<file path="config.mk">
export PLATFORM = sky130hd
export DESIGN_NAME = sync_serial_buffered
export DESIGN_NICKNAME = d
export VERILOG_FILES = /design/src/rtl/sio_pkg.sv /design/src/rtl/sio_sync.sv /design/src/rtl/sync_serial_buffered.sv
export VERILOG_INCLUDE_DIRS = /design/src /design/src/rtl
export SDC_FILE = /design/constraint.sdc
export NUM_CORES = 1
export LEC_CHECK = 0
export ABC_AREA = 1
export CAP_MARGIN = 5
export CORE_MARGIN = 3
export CORE_UTILIZATION = 40
export CTS_BUF_LIST = sky130_fd_sc_hd__clkbuf_4
export DETAILED_ROUTE_END_ITERATION = 16
export DONT_BUFFER_PORTS = 1
export PLACE_DENSITY = 0.52
export SLEW_MARGIN = 20
export SYNTH_ARGS = -nofsm -noshare
export SYNTH_HDL_FRONTEND = slang
export SYNTH_SLANG_ARGS = --single-unit
</file>
<file path="constraint.sdc">
create_clock -name sys_clk_i -period 3.1 [get_ports sys_clk_i]
set_input_delay 0.155 -clock sys_clk_i [delete_from_list [all_inputs] [get_ports sys_clk_i]]
set_output_delay 0.155 -clock sys_clk_i [all_outputs]
set_load 0.005 [all_outputs]
</file>
<file path="src/rtl/sio_regs.svh">
// register map, field positions, reset values and divider counts of the serial block
// assumes: included by bare name from the design files
`ifndef SIO_REGS_SVH
`define SIO_REGS_SVH

// =====================================================
// register addresses
`define ADDR_CONTROL_ONE   16'h1F95
`define ADDR_CONTROL_TWO   16'h1F96
`define ADDR_STATUS        16'h1F97
`define ADDR_BUF_BASE      16'h1F98
`define ADDR_BUF_LAST      16'h1F9F

// =====================================================
// field positions
`define C1_START           7
`define C1_ABORT           6
`define C1_MODE_HI         5
`define C1_MODE_LO         3
`define C1_CLK_HI          2
`define C1_CLK_LO          0
`define C2_WAIT_HI         4
`define C2_WAIT_LO         3
`define C2_COUNT_HI        2
`define C2_COUNT_LO        0
`define ST_XFER            7
`define ST_SHIFT           6

// =====================================================
// reset values and encodings
`define CONTROL_ONE_RESET  8'h00
`define CONTROL_TWO_RESET  8'h00
`define READ_ZERO          8'h00
`define MODE_TX8           3'h0
`define MODE_TX4           3'h2
`define MODE_TXRX8         3'h4
`define MODE_RX8           3'h5
`define MODE_RX4           3'h6
`define CLK_RESERVED       3'h6
`define CLK_EXTERNAL       3'h7
`define WAIT_NONE          2'h0
`define WAIT_X2            2'h1
`define WAIT_X4            2'h2
`define BIT_LAST8          3'h7
`define BIT_LAST4          3'h3
`define SCK_IDLE           1'b1

// =====================================================
// half serial clock periods in system clocks, minus one
`define HALF_DIV13         13'h0FFF
`define HALF_DIV8          13'h007F
`define HALF_DIV7          13'h003F
`define HALF_DIV6          13'h001F
`define HALF_DIV5          13'h000F
`define HALF_DIV4          13'h0007

// frame pause in half serial clocks, minus one: (mult-1) words of 16 halves
`define GAP_X2             7'h0F
`define GAP_X4             7'h2F
`define GAP_X8             7'h6F

`endif

</file>
<file path="src/rtl/sio_pkg.sv">
// types shared by the serial block
// assumes: compiled before the design modules
package sio_pkg;
  typedef logic [15:0] bus_addr_t;
  typedef logic [7:0]  bus_data_t;
  typedef logic [2:0]  sio_mode_t;
  typedef enum logic [1:0] {
    S_IDLE,
    S_SHIFT,
    S_AUTO_WAIT,
    S_FRAME_GAP
  } sio_state_e;
endpackage

</file>
<file path="src/rtl/sio_sync.sv">
// two flip-flop synchroniser for one pin input
// assumes: input comes from outside the sys_clk_i domain
`timescale 1ns/10ps
module sio_sync #(
  parameter logic RESET_VAL = 1'b0
) (
  input  wire logic sys_clk_i,
  input  wire logic reset_i,
  input  wire logic pin_i,
  output logic      sync_o
);
  logic meta;

  // =====================================================
  // synchroniser chain
  always_ff @(posedge sys_clk_i) begin
    if (reset_i) begin
      meta   <= RESET_VAL;
      sync_o <= RESET_VAL;
    end else begin
      meta   <= pin_i;
      sync_o <= meta;
    end
  end
endmodule

</file>
<file path="src/rtl/sync_serial_buffered.sv">
// clocked synchronous serial interface with an eight-byte data buffer
// assumes: one 10 MHz system clock, plain register port, serial pins from outside
//
// Local design decision: strobed register access.
`timescale 1ns/10ps
`include "sio_regs.svh"

// What this block does
// - one eight-byte buffer serves transmit and receive, up to 64 bits per block
// - buffer sits at eight consecutive byte addresses, words are bytes or nibbles
// - interrupt pulses once the programmed word count has moved
// - internal clock eight-bit receive modes may pause after each word
// - wait code 00/01/10/11 gives frame time of 1/2/4/8 data times
// - writing start 1 starts a transfer, writing 0 requests a stop
// - abort bit ends the transfer and clears itself
// - mode field selects 8/4-bit transmit, 8-bit transmit/receive, 8/4-bit receive
// - clock select picks fc divided by a power of two, or the pin
// - word count n moves n plus one words from the lowest address
// - four-bit modes use low nibbles and receive zeros into high nibbles
// - transmit and receive walk the buffer in ascending address order
// - the word count stays programmed after a transfer
// - status bit 7 shows transfer active, bit 6 shows shifting
// - after start cleared, active flag drops at the end of the current word, at once during a pause, or on abort
// - data shift LSB first, out on falling edge, in on rising edge
// - internal clock halts until software touches the buffer when late
// - abort ends at once, stop lets the current word finish
module sync_serial_buffered (
  input  wire logic              sys_clk_i,
  input  wire logic              reset_i,
  input  wire sio_pkg::bus_addr_t bus_addr_i,
  input  wire sio_pkg::bus_data_t bus_wdata_i,
  input  wire logic              bus_wr_i,
  input  wire logic              bus_rd_i,
  output sio_pkg::bus_data_t     bus_rdata_o,
  input  wire logic              sck_in_i,
  output logic                   sck_out_o,
  output logic                   sck_oe_o,
  input  wire logic              si_i,
  output logic                   so_o,
  output logic                   serial_done_irq_o
);
  import sio_pkg::*;

  // =====================================================
  // storage and control state
  logic [7:0]  data_buffer_area [0:7];
  logic        xfer_start_bit, xfer_abort_bit, go_req, touched;
  sio_mode_t   xfer_mode_field;
  logic [2:0]  clk_sel, word_count, bit_cnt, word_idx;
  logic [1:0]  wait_sel;
  sio_state_e  state;
  logic        xfer_active_flag, shift_active_flag;
  logic [12:0] div_cnt, half_lim;
  logic        half_tick, sck_sync, sck_prev, si_sync;
  logic [7:0]  shreg, next_shreg;
  logic [6:0]  gap_cnt, gap_lim;

  // =====================================================
  // decode
  logic [2:0]  buf_idx;
  logic        buf_hit, wr_c1, wr_c2, internal, four, rx_en, tx_en, gap_on;
  logic        fall, rise, last_bit, word_end, block_end, sw_access;

  assign buf_hit  = (bus_addr_i >= `ADDR_BUF_BASE) && (bus_addr_i <= `ADDR_BUF_LAST);
  assign buf_idx  = bus_addr_i[2:0];
  assign wr_c1    = bus_wr_i && (bus_addr_i == `ADDR_CONTROL_ONE);
  assign wr_c2    = bus_wr_i && (bus_addr_i == `ADDR_CONTROL_TWO);
  assign internal = (clk_sel != `CLK_EXTERNAL);
  assign four  = (xfer_mode_field == `MODE_TX4) || (xfer_mode_field == `MODE_RX4);
  assign rx_en = (xfer_mode_field == `MODE_TXRX8) || (xfer_mode_field == `MODE_RX8) ||
                 (xfer_mode_field == `MODE_RX4);
  assign tx_en = (xfer_mode_field == `MODE_TX8) || (xfer_mode_field == `MODE_TX4) ||
                 (xfer_mode_field == `MODE_TXRX8);
  // frame pause only with internal clock in eight-bit receive modes
  assign gap_on = internal && (wait_sel != `WAIT_NONE) &&
                  ((xfer_mode_field == `MODE_RX8) || (xfer_mode_field == `MODE_TXRX8));
  assign xfer_active_flag  = (state != S_IDLE);
  assign shift_active_flag = (state == S_SHIFT);
  assign sck_oe_o = internal;
  assign sw_access = buf_hit && (rx_en ? bus_rd_i : bus_wr_i);

  // =====================================================
  // pin synchronisers
  sio_sync #(.RESET_VAL(`SCK_IDLE)) sck_sync_u (
    .sys_clk_i (sys_clk_i),
    .reset_i   (reset_i),
    .pin_i     (sck_in_i),
    .sync_o    (sck_sync)
  );

  sio_sync #(.RESET_VAL(1'b0)) si_sync_u (
    .sys_clk_i (sys_clk_i),
    .reset_i   (reset_i),
    .pin_i     (si_i),
    .sync_o    (si_sync)
  );

  // =====================================================
  // control registers
  always_ff @(posedge sys_clk_i) begin
    if (reset_i) begin
      {xfer_start_bit, xfer_abort_bit, xfer_mode_field, clk_sel} <= `CONTROL_ONE_RESET;
      go_req <= 1'b0;
    end else begin
      go_req <= wr_c1 && bus_wdata_i[`C1_START] && !bus_wdata_i[`C1_ABORT];
      if (wr_c1) begin
        xfer_start_bit  <= bus_wdata_i[`C1_START];
        xfer_abort_bit  <= bus_wdata_i[`C1_ABORT];
        xfer_mode_field <= bus_wdata_i[`C1_MODE_HI:`C1_MODE_LO];
        clk_sel         <= bus_wdata_i[`C1_CLK_HI:`C1_CLK_LO];
      end else if (xfer_abort_bit) begin
        xfer_abort_bit <= 1'b0;
      end
    end
  end

  always_ff @(posedge sys_clk_i) begin
    if (reset_i) begin
      {wait_sel, word_count} <= 5'(`CONTROL_TWO_RESET);
    end else if (wr_c2) begin
      wait_sel   <= bus_wdata_i[`C2_WAIT_HI:`C2_WAIT_LO];
      word_count <= bus_wdata_i[`C2_COUNT_HI:`C2_COUNT_LO];
    end
  end

  // =====================================================
  // serial clock divider
  always_comb begin
    case (clk_sel)
      3'h0:    half_lim = `HALF_DIV13;
      3'h1:    half_lim = `HALF_DIV8;
      3'h2:    half_lim = `HALF_DIV7;
      3'h3:    half_lim = `HALF_DIV6;
      3'h4:    half_lim = `HALF_DIV5;
      default: half_lim = `HALF_DIV4;
    endcase
  end

  assign half_tick = (div_cnt == half_lim);

  always_ff @(posedge sys_clk_i) begin
    if (reset_i) begin
      div_cnt <= 13'h0000;
    end else if (((state != S_SHIFT) && (state != S_FRAME_GAP)) || half_tick) begin
      div_cnt <= 13'h0000;
    end else begin
      div_cnt <= div_cnt + 13'h0001;
    end
  end

  always_ff @(posedge sys_clk_i) begin
    if (reset_i) begin
      sck_out_o <= `SCK_IDLE;
      sck_prev  <= `SCK_IDLE;
    end else begin
      sck_prev <= sck_sync;
      if (state != S_SHIFT) begin
        sck_out_o <= `SCK_IDLE;
      end else if (internal && half_tick) begin
        sck_out_o <= !sck_out_o;
      end
    end
  end

  // =====================================================
  // shift edges
  always_comb begin
    if (state != S_SHIFT) begin
      fall = 1'b0;
      rise = 1'b0;
    end else if (internal) begin
      fall = half_tick && sck_out_o;
      rise = half_tick && !sck_out_o;
    end else begin
      fall = sck_prev && !sck_sync;
      rise = !sck_prev && sck_sync;
    end
  end

  assign last_bit  = (bit_cnt == (four ? `BIT_LAST4 : `BIT_LAST8));
  assign word_end  = rise && last_bit;
  assign block_end = word_end && (word_idx == word_count);
  // receive shifts in at the top of the word, low nibble only in four-bit modes
  assign next_shreg = four ? {4'h0, si_sync, shreg[3:1]} : {si_sync, shreg[7:1]};

  // =====================================================
  // sequencer
  always_ff @(posedge sys_clk_i) begin
    if (reset_i) begin
      state <= S_IDLE;
    end else if (xfer_abort_bit) begin
      state <= S_IDLE;
    end else begin
      case (state)
        S_IDLE: begin
          if (go_req && (clk_sel != `CLK_RESERVED)) begin
            state <= S_SHIFT;
          end
        end
        S_SHIFT: begin
          if (word_end) begin
            if (!xfer_start_bit) begin
              state <= S_IDLE;
            end else if (block_end && internal && !touched) begin
              state <= S_AUTO_WAIT;
            end else if (gap_on) begin
              state <= S_FRAME_GAP;
            end
          end
        end
        S_AUTO_WAIT: begin
          if (!xfer_start_bit) begin
            state <= S_IDLE;
          end else if (touched) begin
            state <= S_SHIFT;
          end
        end
        S_FRAME_GAP: begin
          if (!xfer_start_bit) begin
            state <= S_IDLE;
          end else if (half_tick && (gap_cnt == gap_lim)) begin
            state <= S_SHIFT;
          end
        end
        default: begin
          state <= S_IDLE;
        end
      endcase
    end
  end

  // =====================================================
  // frame pause counter
  always_comb begin
    case (wait_sel)
      `WAIT_X2: gap_lim = `GAP_X2;
      `WAIT_X4: gap_lim = `GAP_X4;
      default:  gap_lim = `GAP_X8;
    endcase
  end

  always_ff @(posedge sys_clk_i) begin
    if (reset_i) begin
      gap_cnt <= 7'h00;
    end else if (state != S_FRAME_GAP) begin
      gap_cnt <= 7'h00;
    end else if (half_tick) begin
      gap_cnt <= gap_cnt + 7'h01;
    end
  end

  // =====================================================
  // software touch since last block end, set wins over clear
  always_ff @(posedge sys_clk_i) begin
    if (reset_i) begin
      touched <= 1'b0;
    end else if (sw_access) begin
      touched <= 1'b1;
    end else if ((state == S_IDLE) || block_end || ((state == S_AUTO_WAIT) && touched)) begin
      touched <= 1'b0;
    end
  end

  // =====================================================
  // shift datapath
  always_ff @(posedge sys_clk_i) begin
    if (reset_i) begin
      bit_cnt  <= 3'h0;
      word_idx <= 3'h0;
      shreg    <= 8'h00;
      so_o     <= `SCK_IDLE;
    end else if (state == S_IDLE) begin
      bit_cnt  <= 3'h0;
      word_idx <= 3'h0;
      shreg    <= data_buffer_area[0];
    end else if ((state == S_AUTO_WAIT) && touched) begin
      shreg <= data_buffer_area[0];
    end else begin
      if (fall) begin
        so_o <= tx_en ? shreg[0] : `SCK_IDLE;
      end
      if (rise) begin
        bit_cnt <= last_bit ? 3'h0 : bit_cnt + 3'h1;
        shreg   <= next_shreg;
      end
      if (word_end) begin
        word_idx <= block_end ? 3'h0 : word_idx + 3'h1;
        shreg    <= data_buffer_area[block_end ? 3'h0 : word_idx + 3'h1];
      end
    end
  end

  // =====================================================
  // data buffer
  always_ff @(posedge sys_clk_i) begin
    if (bus_wr_i && buf_hit) begin
      data_buffer_area[buf_idx] <= bus_wdata_i;
    end
    if (word_end && rx_en) begin
      data_buffer_area[word_idx] <= next_shreg;
    end
  end

  // =====================================================
  // interrupt and read port
  always_ff @(posedge sys_clk_i) begin
    if (reset_i) begin
      serial_done_irq_o <= 1'b0;
    end else begin
      serial_done_irq_o <= block_end && !xfer_abort_bit;
    end
  end

  always_ff @(posedge sys_clk_i) begin
    if (reset_i) begin
      bus_rdata_o <= `READ_ZERO;
    end else if (bus_rd_i && buf_hit) begin
      bus_rdata_o <= data_buffer_area[buf_idx];
    end else if (bus_rd_i && (bus_addr_i == `ADDR_STATUS)) begin
      bus_rdata_o <= {xfer_active_flag, shift_active_flag, 6'h00};
    end else begin
      bus_rdata_o <= `READ_ZERO;
    end
  end

  // =====================================================
  // assertions
  irq_on_block_a: assert property (@(posedge sys_clk_i) disable iff (reset_i)
    block_end && !xfer_abort_bit |=> serial_done_irq_o ##1 !serial_done_irq_o)
    else $error("no single interrupt pulse after last word");
  abort_ends_a: assert property (@(posedge sys_clk_i) disable iff (reset_i)
    xfer_abort_bit && !wr_c1 |=> !xfer_active_flag && !xfer_abort_bit)
    else $error("abort did not end transfer or clear itself");
  start_goes_a: assert property (@(posedge sys_clk_i) disable iff (reset_i)
    (state == S_IDLE) && go_req && (clk_sel != `CLK_RESERVED) && !xfer_abort_bit |=>
      shift_active_flag && (word_idx == 3'h0))
    else $error("start did not begin at lowest word");
  nibble_zero_a: assert property (@(posedge sys_clk_i) disable iff (reset_i)
    word_end && rx_en && four |=> data_buffer_area[$past(word_idx)][7:4] == 4'h0)
    else $error("received nibble high bits not zero");
  count_kept_a: assert property (@(posedge sys_clk_i) disable iff (reset_i)
    block_end && !wr_c2 |=> (word_count == $past(word_count)) && (word_idx == 3'h0))
    else $error("word count or index wrong after block");
  status_read_a: assert property (@(posedge sys_clk_i) disable iff (reset_i)
    bus_rd_i && (bus_addr_i == `ADDR_STATUS) |=>
      (bus_rdata_o[7] == $past(xfer_active_flag)) && (bus_rdata_o[6] == $past(shift_active_flag)))
    else $error("status bits do not match state");
  idle_clock_a: assert property (@(posedge sys_clk_i) disable iff (reset_i)
    !shift_active_flag ##1 !shift_active_flag |-> sck_out_o)
    else $error("serial clock moved outside shifting");
  auto_hold_a: assert property (@(posedge sys_clk_i) disable iff (reset_i)
    (state == S_AUTO_WAIT) && !touched && !sw_access && !wr_c1 && xfer_start_bit && !xfer_abort_bit |=>
      (state == S_AUTO_WAIT) [*2])
    else $error("automatic wait released without buffer access");
  gap_entry_a: assert property (@(posedge sys_clk_i) disable iff (reset_i)
    word_end && !block_end && gap_on && xfer_start_bit && !xfer_abort_bit |=> state == S_FRAME_GAP)
    else $error("frame pause not applied");
  lsb_out_a: assert property (@(posedge sys_clk_i) disable iff (reset_i)
    fall && tx_en && !xfer_abort_bit |=> so_o == $past(shreg[0]))
    else $error("transmit bit not lsb on falling edge");
  stop_end_a: assert property (@(posedge sys_clk_i) disable iff (reset_i)
    word_end && !xfer_start_bit |=> !xfer_active_flag)
    else $error("stop did not drop active flag at word end");
endmodule
</file>
==> Implementation_results.wiki, run 1 <==
{| class="wikitable"
! Metric !! Value
|-
| Run status || finished clean
|-
| Final max-slew violation count || 0
|-
| Relative max-transition margin || 25.99%
|-
| Number of routed nets with antenna violations || 0
|-
| GRT Residual Overflow || 0
|-
| RSZ-0062 raised after global routing || yes
|-
| Placement Cell Area || 7535 sq um
|-
| Clock buffers created by TritonCTS || 17
|-
| Die footprint || 20050 sq um
|-
| Average footprint of a synthesized cell || 7.677 sq um
|-
| Worst setup EP type || flip-flop
|-
| Post-layout nets || 1019
|-
| Total number of clock tree sinks || 131
|-
| Top-level I/O count || 42
|-
| FFs w/ async S/R, synth || 0%
|-
| Layout Cell Area excl Fill || 8185 sq um
|-
| Cell chosen for the clock root || clkbuf_4
|-
| Clock transition at the registers of the reported paths || 0.13 ns
|-
| Worst min-delay path class || input pin to flip-flop
|-
| Final setup violation count || 0
|-
| TritonCTS clock tree || built
|-
| Die Height || 141.6 um
|-
| Clk buf depth || 2
|-
| Count of yosys warnings during synthesis || 0
|-
| Via-per-instance ratio || 5.416
|-
| Via count || 6634
|-
| Vias in the first global route || 6286
|-
| Crit start category || flip-flop
|-
| Cell count after placement || 1158
|-
| Initial antenna violation count || 5
|-
| Cell depth of the worst flop-to-flop path || 15
|-
| Data required time of the worst path || 3.37 ns
|-
| Number of design rule violations left after detail routing || 0
|-
| M2 GR Usage || 36.52%
|-
| Adder-cell area share of the yosys netlist || 1.021%
|-
| Share of cell area taken by muxes after synthesis || 0%
|-
| Worst clock skew on the final layout || 0.02064 ns
|-
| Number of standard cells after synthesis || 958
|-
| Yosys cell types || 48
|-
| Final non-filler cell total || 1225
|-
| Worst Min Path Start || bus_addr_i[2]
|-
| Routability cong. || 0.8955
|-
| Tmin final || 2.933 ns
|-
| Initial core utilization || 41.65%
|-
| Largest net degree at the start of global routing || 36
|-
| M1 GR Usage || 35.40%
|-
| Met3 demand-to-capacity share in global routing || 6.100%
|-
| Power per standard cell area || 462.9 nW/um^2
|-
| Std-Cell Rows || 48
|-
| Wire length of the first global-routing pass || 36.98 mm
|-
| Max-cap violation count || 0
|-
| Clock latency reported for the late side of the worst-skew pair || 0.57 ns
|-
| Simple-gate share of the synthesized area || 28.10%
|-
| Worst vdd ir || 0.2351 mV
|-
| Most crowded layer after global routing || met2
|-
| Worst hold path cell count || 3
|-
| Most used flip-flop cell after synthesis || dfxtp_1
|-
| Count of flip-flops with a built-in enable after synthesis || 64
|-
| Final clock period utilization by the worst path || 94.62%
|-
| Overall Power || 0.003789 W
|-
| Wire length reported by the detailed router || 23.93 mm
|-
| # H-tree levels || 4
|-
| GRT Util Overall || 24.41%
|-
| Top achievable clock speed || 340.9 MHz
|-
| Leakage Power || 3.444 nW
|-
| Share of the synthesized netlist area taken by xor and xnor gates || 1.072%
|-
| Number of fill cells || 1810
|-
| Area growth, synth to finish || 11.30%
|-
| Net count after synthesis || 994
|-
| Fraction of layout cells with a size suffix above 1 || 10.54%
|-
| Biggest fanout along the worst timing path || 17
|-
| Dominant combinational cell family by area after synthesis || simple AND/OR/NAND/NOR gates
|-
| Pin slew with the least headroom to its limit || 1.106 ns
|-
| Die span in x || 141.6 um
|-
| FF+latch count, synth || 131
|-
| R2r endpoint || data_buffer_area[1][7]
|-
| Mapped cell area || 7355 sq um
|-
| Detailed Place HPWL || 16.55 mm
|-
| Number of iterations in the first detailed-routing pass || 5
|-
| Worst R2R Start || div_cnt[0]
|-
| Mean routed wirelength per cell || 19.53 um
|-
| Synth Area in Compound Gates || 16.81%
|-
| Portion of the post-synthesis area used by sequential elements || 44.37%
|-
| R2R Setup Slk || 0.17 ns
|-
| Total of buffers placed on input and output ports || 0
|-
| Number of hold-slack violations in the final timing report || 0
|-
| Core area || 17660 sq um
|-
| Worst setup path class || flip-flop to flip-flop
|-
| Endpoint arrival time on the critical path || 3.21 ns
|-
| Endpoint of the worst hold path || bus_rdata_o[7]
|-
| 1st-iter DRT viols || 795
|}
[cells in the mapped netlist, types with 10 or more instances]
cell | number | area share (%)
dfxtp_1 | 67 | 18
inv_1 | 98 | 5.0
clkbuf_1 | 22 | 1.1
nand2_4 | 11 | 1.7
o21ai_1 | 73 | 5.0
a22oi_1 | 15 | 1.5
nand3_1 | 69 | 4.7
buf_6 | 10 | 1.5
nor2_1 | 92 | 4.7
o21ai_0 | 69 | 4.7
a21oi_1 | 44 | 3.0
nand2_1 | 212 | 11
edfxtp_1 | 64 | 26
[final cells by class]
cell class / count / area [sq um] / area share [%]
clock buffers: 18 / 135.1 / 1.651
flip-flops and latches: 131 / 3264 / 39.88
multi-input cells: 680 / 3483 / 42.56
clock inverters: 14 / 162.7 / 1.987
repair buffers: 51 / 465.4 / 5.686
inverters: 102 / 382.9 / 4.677
well taps: 225 / 281.5 / 3.439
diodes: 4 / 10.01 / 0.1223
[through the flow]
| stage | util [%] | TNS [ns] | hold slack [ns] | setup WS, ns |
|---|---|---|---|---|
| floorplan | - | 0 | 0.2588 | 0.3323 |
| global placement | 42.67 | 0 | 0.2310 | 0.2589 |
| detailed placement | 42.67 | 0 | 0.2315 | 0.2073 |
| CTS | 45.95 | 0 | 0.01182 | 0.1646 |
| global route | 46.36 | -0.1759 | 0.02578 | -0.01802 |
| finish | 46.36 | 0 | 0.04055 | 0.1667 |
[worst max-delay path, cell delays in order, from the launching register on]
cell and delay (ns):
dfxtp_2 0.36, ha_1 0.16, nand2_1 0.08, nor2_1 0.12, nand3_1 0.12, nor2_4 0.11
nand2_2 0.09, nor2_8 0.13, nand3_4 0.11, a21oi_4 0.22, nand2_4 0.09, or2_4 0.30
nor2_8 0.26, nand2_4 0.16, o21ai_0 0.13, buf_4 0.20
[state kept, by name, summed over array words and instances (netlist names), 2 cells and up]
name,count
bus_rdata_o,8
word_idx,3
shreg,8
word_count,3
gap_cnt,7
div_cnt,13
clk_sel,3
bit_cnt,3
state,2
wait_sel,2
data_buffer_area,64
xfer_mode_field,3
[cells in the final DEF (no fill, tap or decap), types with 28 or more instances in the layout]
cell type,n
a21oi_1,44
dfxtp_1,66
dlygate4sd3_1,28
edfxtp_1,64
inv_1,98
nand2_1,212
nand3_1,69
nor2_1,92
o21ai_0,69
o21ai_1,72
[metal layers]
layer	share of wire (%)	vias up	wire (um)
met4	1.2	2	294
met3	8.1	24	1928
met5	0.054	-	13
met2	44	303	10540
met1	47	3031	11150
li1	-	3274	-
[how the worst max path moves through the flow]
stage / start / to / slack [ns] / cells past startpoint
after floorplan: div_cnt[0] / data_buffer_area[1][0] / 0.33 / 15
after global placement: div_cnt[0] / data_buffer_area[5][0] / 0.26 / 15
final: div_cnt[0] / data_buffer_area[1][7] / 0.17 / 15
after detailed placement: div_cnt[0] / data_buffer_area[2][3] / 0.21 / 15
after global routing: div_cnt[0] / data_buffer_area[7][0] / -0.02 / 15
after CTS: div_cnt[0] / data_buffer_area[2][7] / 0.16 / 15
[power breakdown]
part           switching [W]  leakage, nW  internal [W]  total, W
registers          0.0000373         1.12       0.00186   0.00190
clock network       0.000692        0.170      0.000565   0.00126
logic               0.000465         2.16      0.000172  0.000637
[repair_timing]
item	CTS	global route
endpoints found under the hold margin	134	0
gates resized for setup	0	4
buffers inserted	0	3
setup endpoints to repair	0	11
hold buffers	28	0
[cells by family after synthesis]
logic type	after synthesis
xor+xnor	9
buf+inv	147
flops	131
simple gates	441
fa+ha+maj	6
compound gates	224
Note: power is estimated with default switching activity, not from simulation.
==> run 2: changes to the inputs <==
Settings changed: ABC_AREA 1 to unset.
==> run 2 against run 1 <==
Effect of this change: critical path depth shrank 6; combinational power shrank 75%; fmax is essentially flat; hold slack lost 0.011 ns; final area shrank 2.4%; register-to-register slack is essentially flat; critical path type unchanged; synthesized cell count shrank 24%; area after synthesis shrank 2.9%; clock power shrank 3%.
==> Implementation_results.wiki, run 2 <==
{| class="wikitable"
! Metric !! Value
|-
| Run status || finished clean
|-
| Count of yosys warnings during synthesis || 0 (unchanged)
|-
| Worst vdd ir || 0.3242 mV (+38%)
|-
| Worst setup path class || flip-flop to flip-flop
|-
| Endpoint of the worst hold path || bus_rdata_o[0]
|-
| Worst slack at placement || 0.1748 ns (-0.03251 ns)
|-
| Mapped cell area || 7139 sq um (-2.9%)
|-
| Worst Min Path Start || bus_addr_i[0]
|-
| Worst min-delay path class || input pin to flip-flop
|-
| Final max-slew violation count || 0 (unchanged)
|-
| Top-level I/O count || 42 (unchanged)
|-
| Die footprint || 19490 sq um (-2.8%)
|-
| Clock transition at the registers of the reported paths || 0.11 ns (-0.02 ns)
|-
| Top achievable clock speed || 341.0 MHz (about the same)
|-
| Flip-flop count of the largest register, all copies and words added || 64 (unchanged)
|-
| Crit start category || flip-flop
|-
| TritonCTS clock tree || built
|-
| Final clock period utilization by the worst path || 94.60% (about the same)
|-
| Most used flip-flop cell after synthesis || dfxtp_1
|-
| Cell chosen for the clock root || clkbuf_4
|-
| M1 GR Usage || 29.95% (-5.5 points)
|-
| Final setup violation count || 0 (unchanged)
|-
| Fraction of layout cells with a size suffix above 1 || 16.91% (+6.4 points)
|-
| Cell count after placement || 929 (-20%)
|-
| Net count after synthesis || 765 (-23%)
|-
| Clock latency reported for the late side of the worst-skew pair || 0.56 ns (about the same)
|-
| Number of iterations in the first detailed-routing pass || 5 (unchanged)
|-
| Std-Cell Rows || 48 (unchanged)
|-
| GRT Util Overall || 23.03% (-1.4 points)
|-
| Die span in x || 139.6 um (-1.4%)
|-
| Yosys cell types || 66 (+38%)
|-
| Leading registers by flop count || data_buffer_area (64), div_cnt (13)
|-
| Cell type contributing the most total cell area after synthesis || edfxtp_1
|-
| Via count || 5825 (-12%)
|-
| RSZ-0062 raised after global routing || no
|-
| Most common cell after layout, fill and taps aside || nand2_1
|-
| Mean routed wirelength per cell || 22.41 um (+15%)
|-
| R2R Setup Slk || 0.17 ns (about the same)
|-
| Core area || 17360 sq um (-1.7%)
|-
| Cell depth of the worst flop-to-flop path || 9 (-6)
|-
| Post-layout nets || 781 (-23%)
|-
| Biggest fanout along the worst timing path || 8 (-9)
|-
| Tmin final || 2.932 ns (-0.0008590 ns)
|-
| Met3 demand-to-capacity share in global routing || 5.945% (-0.16 points)
|-
| Highest-count cells in the layout ignoring fill and taps || 89 x nand2_1, 67 x dfxtp_1, 64 x edfxtp_1
|-
| Initial core utilization || 41.13% (-0.52 points)
|-
| Average footprint of a synthesized cell || 9.793 sq um (+28%)
|-
| Area growth, synth to finish || 11.90%
|-
| FFs w/ async S/R, synth || 0% (unchanged)
|-
| Relative max-transition margin || 44.68% (+19 points)
|-
| Clock buffers created by TritonCTS || 17 (unchanged)
|-
| Number of routed nets with antenna violations || 0 (unchanged)
|-
| Portion of the post-synthesis area used by sequential elements || 45.71% (+1.3 points)
|-
| Detailed Place HPWL || 14.90 mm (-9.9%)
|-
| Total of buffers placed on input and output ports || 0 (unchanged)
|-
| Worst setup EP type || flip-flop
|-
| Leakage Power || 2.890 nW (-16%)
|-
| Pin slew with the least headroom to its limit || 0.8068 ns (-0.2997 ns)
|-
| Vias in the first global route || 5894 (-6.2%)
|-
| Largest net degree at the start of global routing || 40 (+11%)
|-
| Max-cap violation count || 0 (unchanged)
|-
| Initial antenna violation count || 2 (-3)
|-
| Count of flip-flops with a built-in enable after synthesis || 64 (unchanged)
|-
| Register bank with the most flops || data_buffer_area
|-
| Data required time of the worst path || 3.38 ns (about the same)
|-
| FF+latch count, synth || 131 (unchanged)
|-
| Leading cell types by count after synthesis || 89 x nand2_1, 67 x dfxtp_1, 64 x edfxtp_1
|-
| Most crowded layer after global routing || met2
|-
| R2r endpoint || data_buffer_area[2][4]
|-
| Number of hold-slack violations in the final timing report || 0 (unchanged)
|-
| Die Height || 139.6 um (-1.4%)
|-
| # H-tree levels || 4 (unchanged)
|-
| Wire length of the first global-routing pass || 34.18 mm (-7.6%)
|-
| Worst R2R Start || div_cnt[7]
|-
| Worst hold path cell count || 4 (+1)
|-
| Final Worst Setup Slack || 0.1675 ns (+0.0008590 ns)
|-
| Endpoint arrival time on the critical path || 3.21 ns (about the same)
|-
| Routability cong. || 0.8717 (-2.7%)
|-
| Wire length reported by the detailed router || 22.07 mm (-7.7%)
|-
| Power per standard cell area || 400.5 nW/um^2 (-13%)
|-
| 1st-iter DRT viols || 636 (-20%)
|-
| Fin Setup TNS || 0 ns (unchanged)
|-
| M2 GR Usage || 37.25% (+0.73 points)
|-
| Number of design rule violations left after detail routing || 0 (unchanged)
|-
| Number of standard cells after synthesis || 729 (-24%)
|-
| Worst clock skew on the final layout || 0.01975 ns (-0.0008994 ns)
|-
| Post-CTS Repair Setup Buffers || 0 (unchanged)
|-
| Total number of clock tree sinks || 131 (unchanged)
|-
| Largest cells by area after synthesis || edfxtp_1 27%, dfxtp_1 19%, mux2_2 5.8%, nand2_1 4.7%, mux2i_1 4.2%
|-
| Most repeated cell in the gate-level netlist after synthesis || nand2_1
|-
| Area share of the leading cell type in the synthesized netlist || 26.92% (+0.79 points)
|-
| Clk buf depth || 2 (unchanged)
|-
| Via-per-instance ratio || 5.914 (+9.2%)
|-
| GRT Residual Overflow || 0 (unchanged)
|-
| Final non-filler cell total || 985 (-20%)
|}
==> run 2: cell count changes after synthesis, moves of 30 or more <==
cell / delta
nand3_1: -38
o21ai_1: -73
mux2_2: +37
inv_1: -87
nand2_1: -123
mux2i_1: +30
nor2_1: -37
==> run 2: repair_timing <==
action,CTS,global route
hold buffers,22,0
endpoints found under the setup margin,0,0
resized for setup,0,0
hold endpoints to repair,122,0
==> run 2: logic make-up (layout without fill, tap and decap cells) <==
family	after synthesis	count (layout)	synth area share (%)
and+or+nand+nor	262	262	18.14
AOI/OAI and AO/OA	156	156	13.97
DFF	131	131	45.71
muxes	81	81	14.25
buffers and inverters	68	96	3.821
xor gates and xnor gates	25	25	3.067
adders and majority gates	6	6	1.051
other	0	3	0
==> run 2: routing by layer <==
layer | vias up | routed length (um)
met1 | 2816 | 9056
met3 | 47 | 1864
met4 | 2 | 717
met5 | - | 13
li1 | 2718 | -
met2 | 242 | 10420
==> run 2: area by class of cell <==
class                      instances  area [sq um]
fill                            1638          9368
clock buffer                      23         172.7
tap                              225         281.5
timing repair buffer              54         508.0
clock inverter                     8         111.4
antenna                            3         7.507
multi-input combinational        530          3603
sequential                       131          3263
inverter                          11         41.29
==> run 2: metrics by stage <==
stage               cell area (sq um)  hold slack (ns)  power (W)  utilization (%)
floorplan                        7139           0.2588   0.001968                -
global placement                 7467           0.2342   0.001957            43.02
detailed placement               7467           0.2359   0.001960            43.02
CTS                              7981         0.005323   0.003219            45.98
global route                     7986          0.04020   0.003310            46.01
finish                           7989          0.02924   0.003199            46.03
==> run 2: critical path: stages, from the launching register on <==
cell and delay, ns:
dfxtp_1 0.36, or4_1 0.52, or3_4 0.35, a22oi_4 0.27, a31oi_2 0.19, nor4_1 0.35
buf_4 0.20, nand2_1 0.04, o21ai_0 0.16, buf_12 0.19
==> run 2: how the worst max path moves through the flow <==
stage,cells after the start,end,slack [ns],start
final,9,data_buffer_area[2][4],0.17,div_cnt[7]
after global routing,9,data_buffer_area[2][4],0.01,div_cnt[7]
after CTS,9,data_buffer_area[2][4],0.13,div_cnt[7]
after detailed placement,9,data_buffer_area[1][6],0.17,div_cnt[7]
after global placement,9,data_buffer_area[2][6],0.13,div_cnt[7]
after floorplan,8,data_buffer_area[5][0],0.30,div_cnt[7]
==> run 2: power by group <==
group / switching, W / total, W / internal, W
Sequential: 0.00000568 / 0.00182 / 0.00182
Clock: 0.000616 / 0.00122 / 0.000601
Combinational: 0.0000886 / 0.000161 / 0.0000725
Total: 0.000710 / 0.00320 / 0.00249
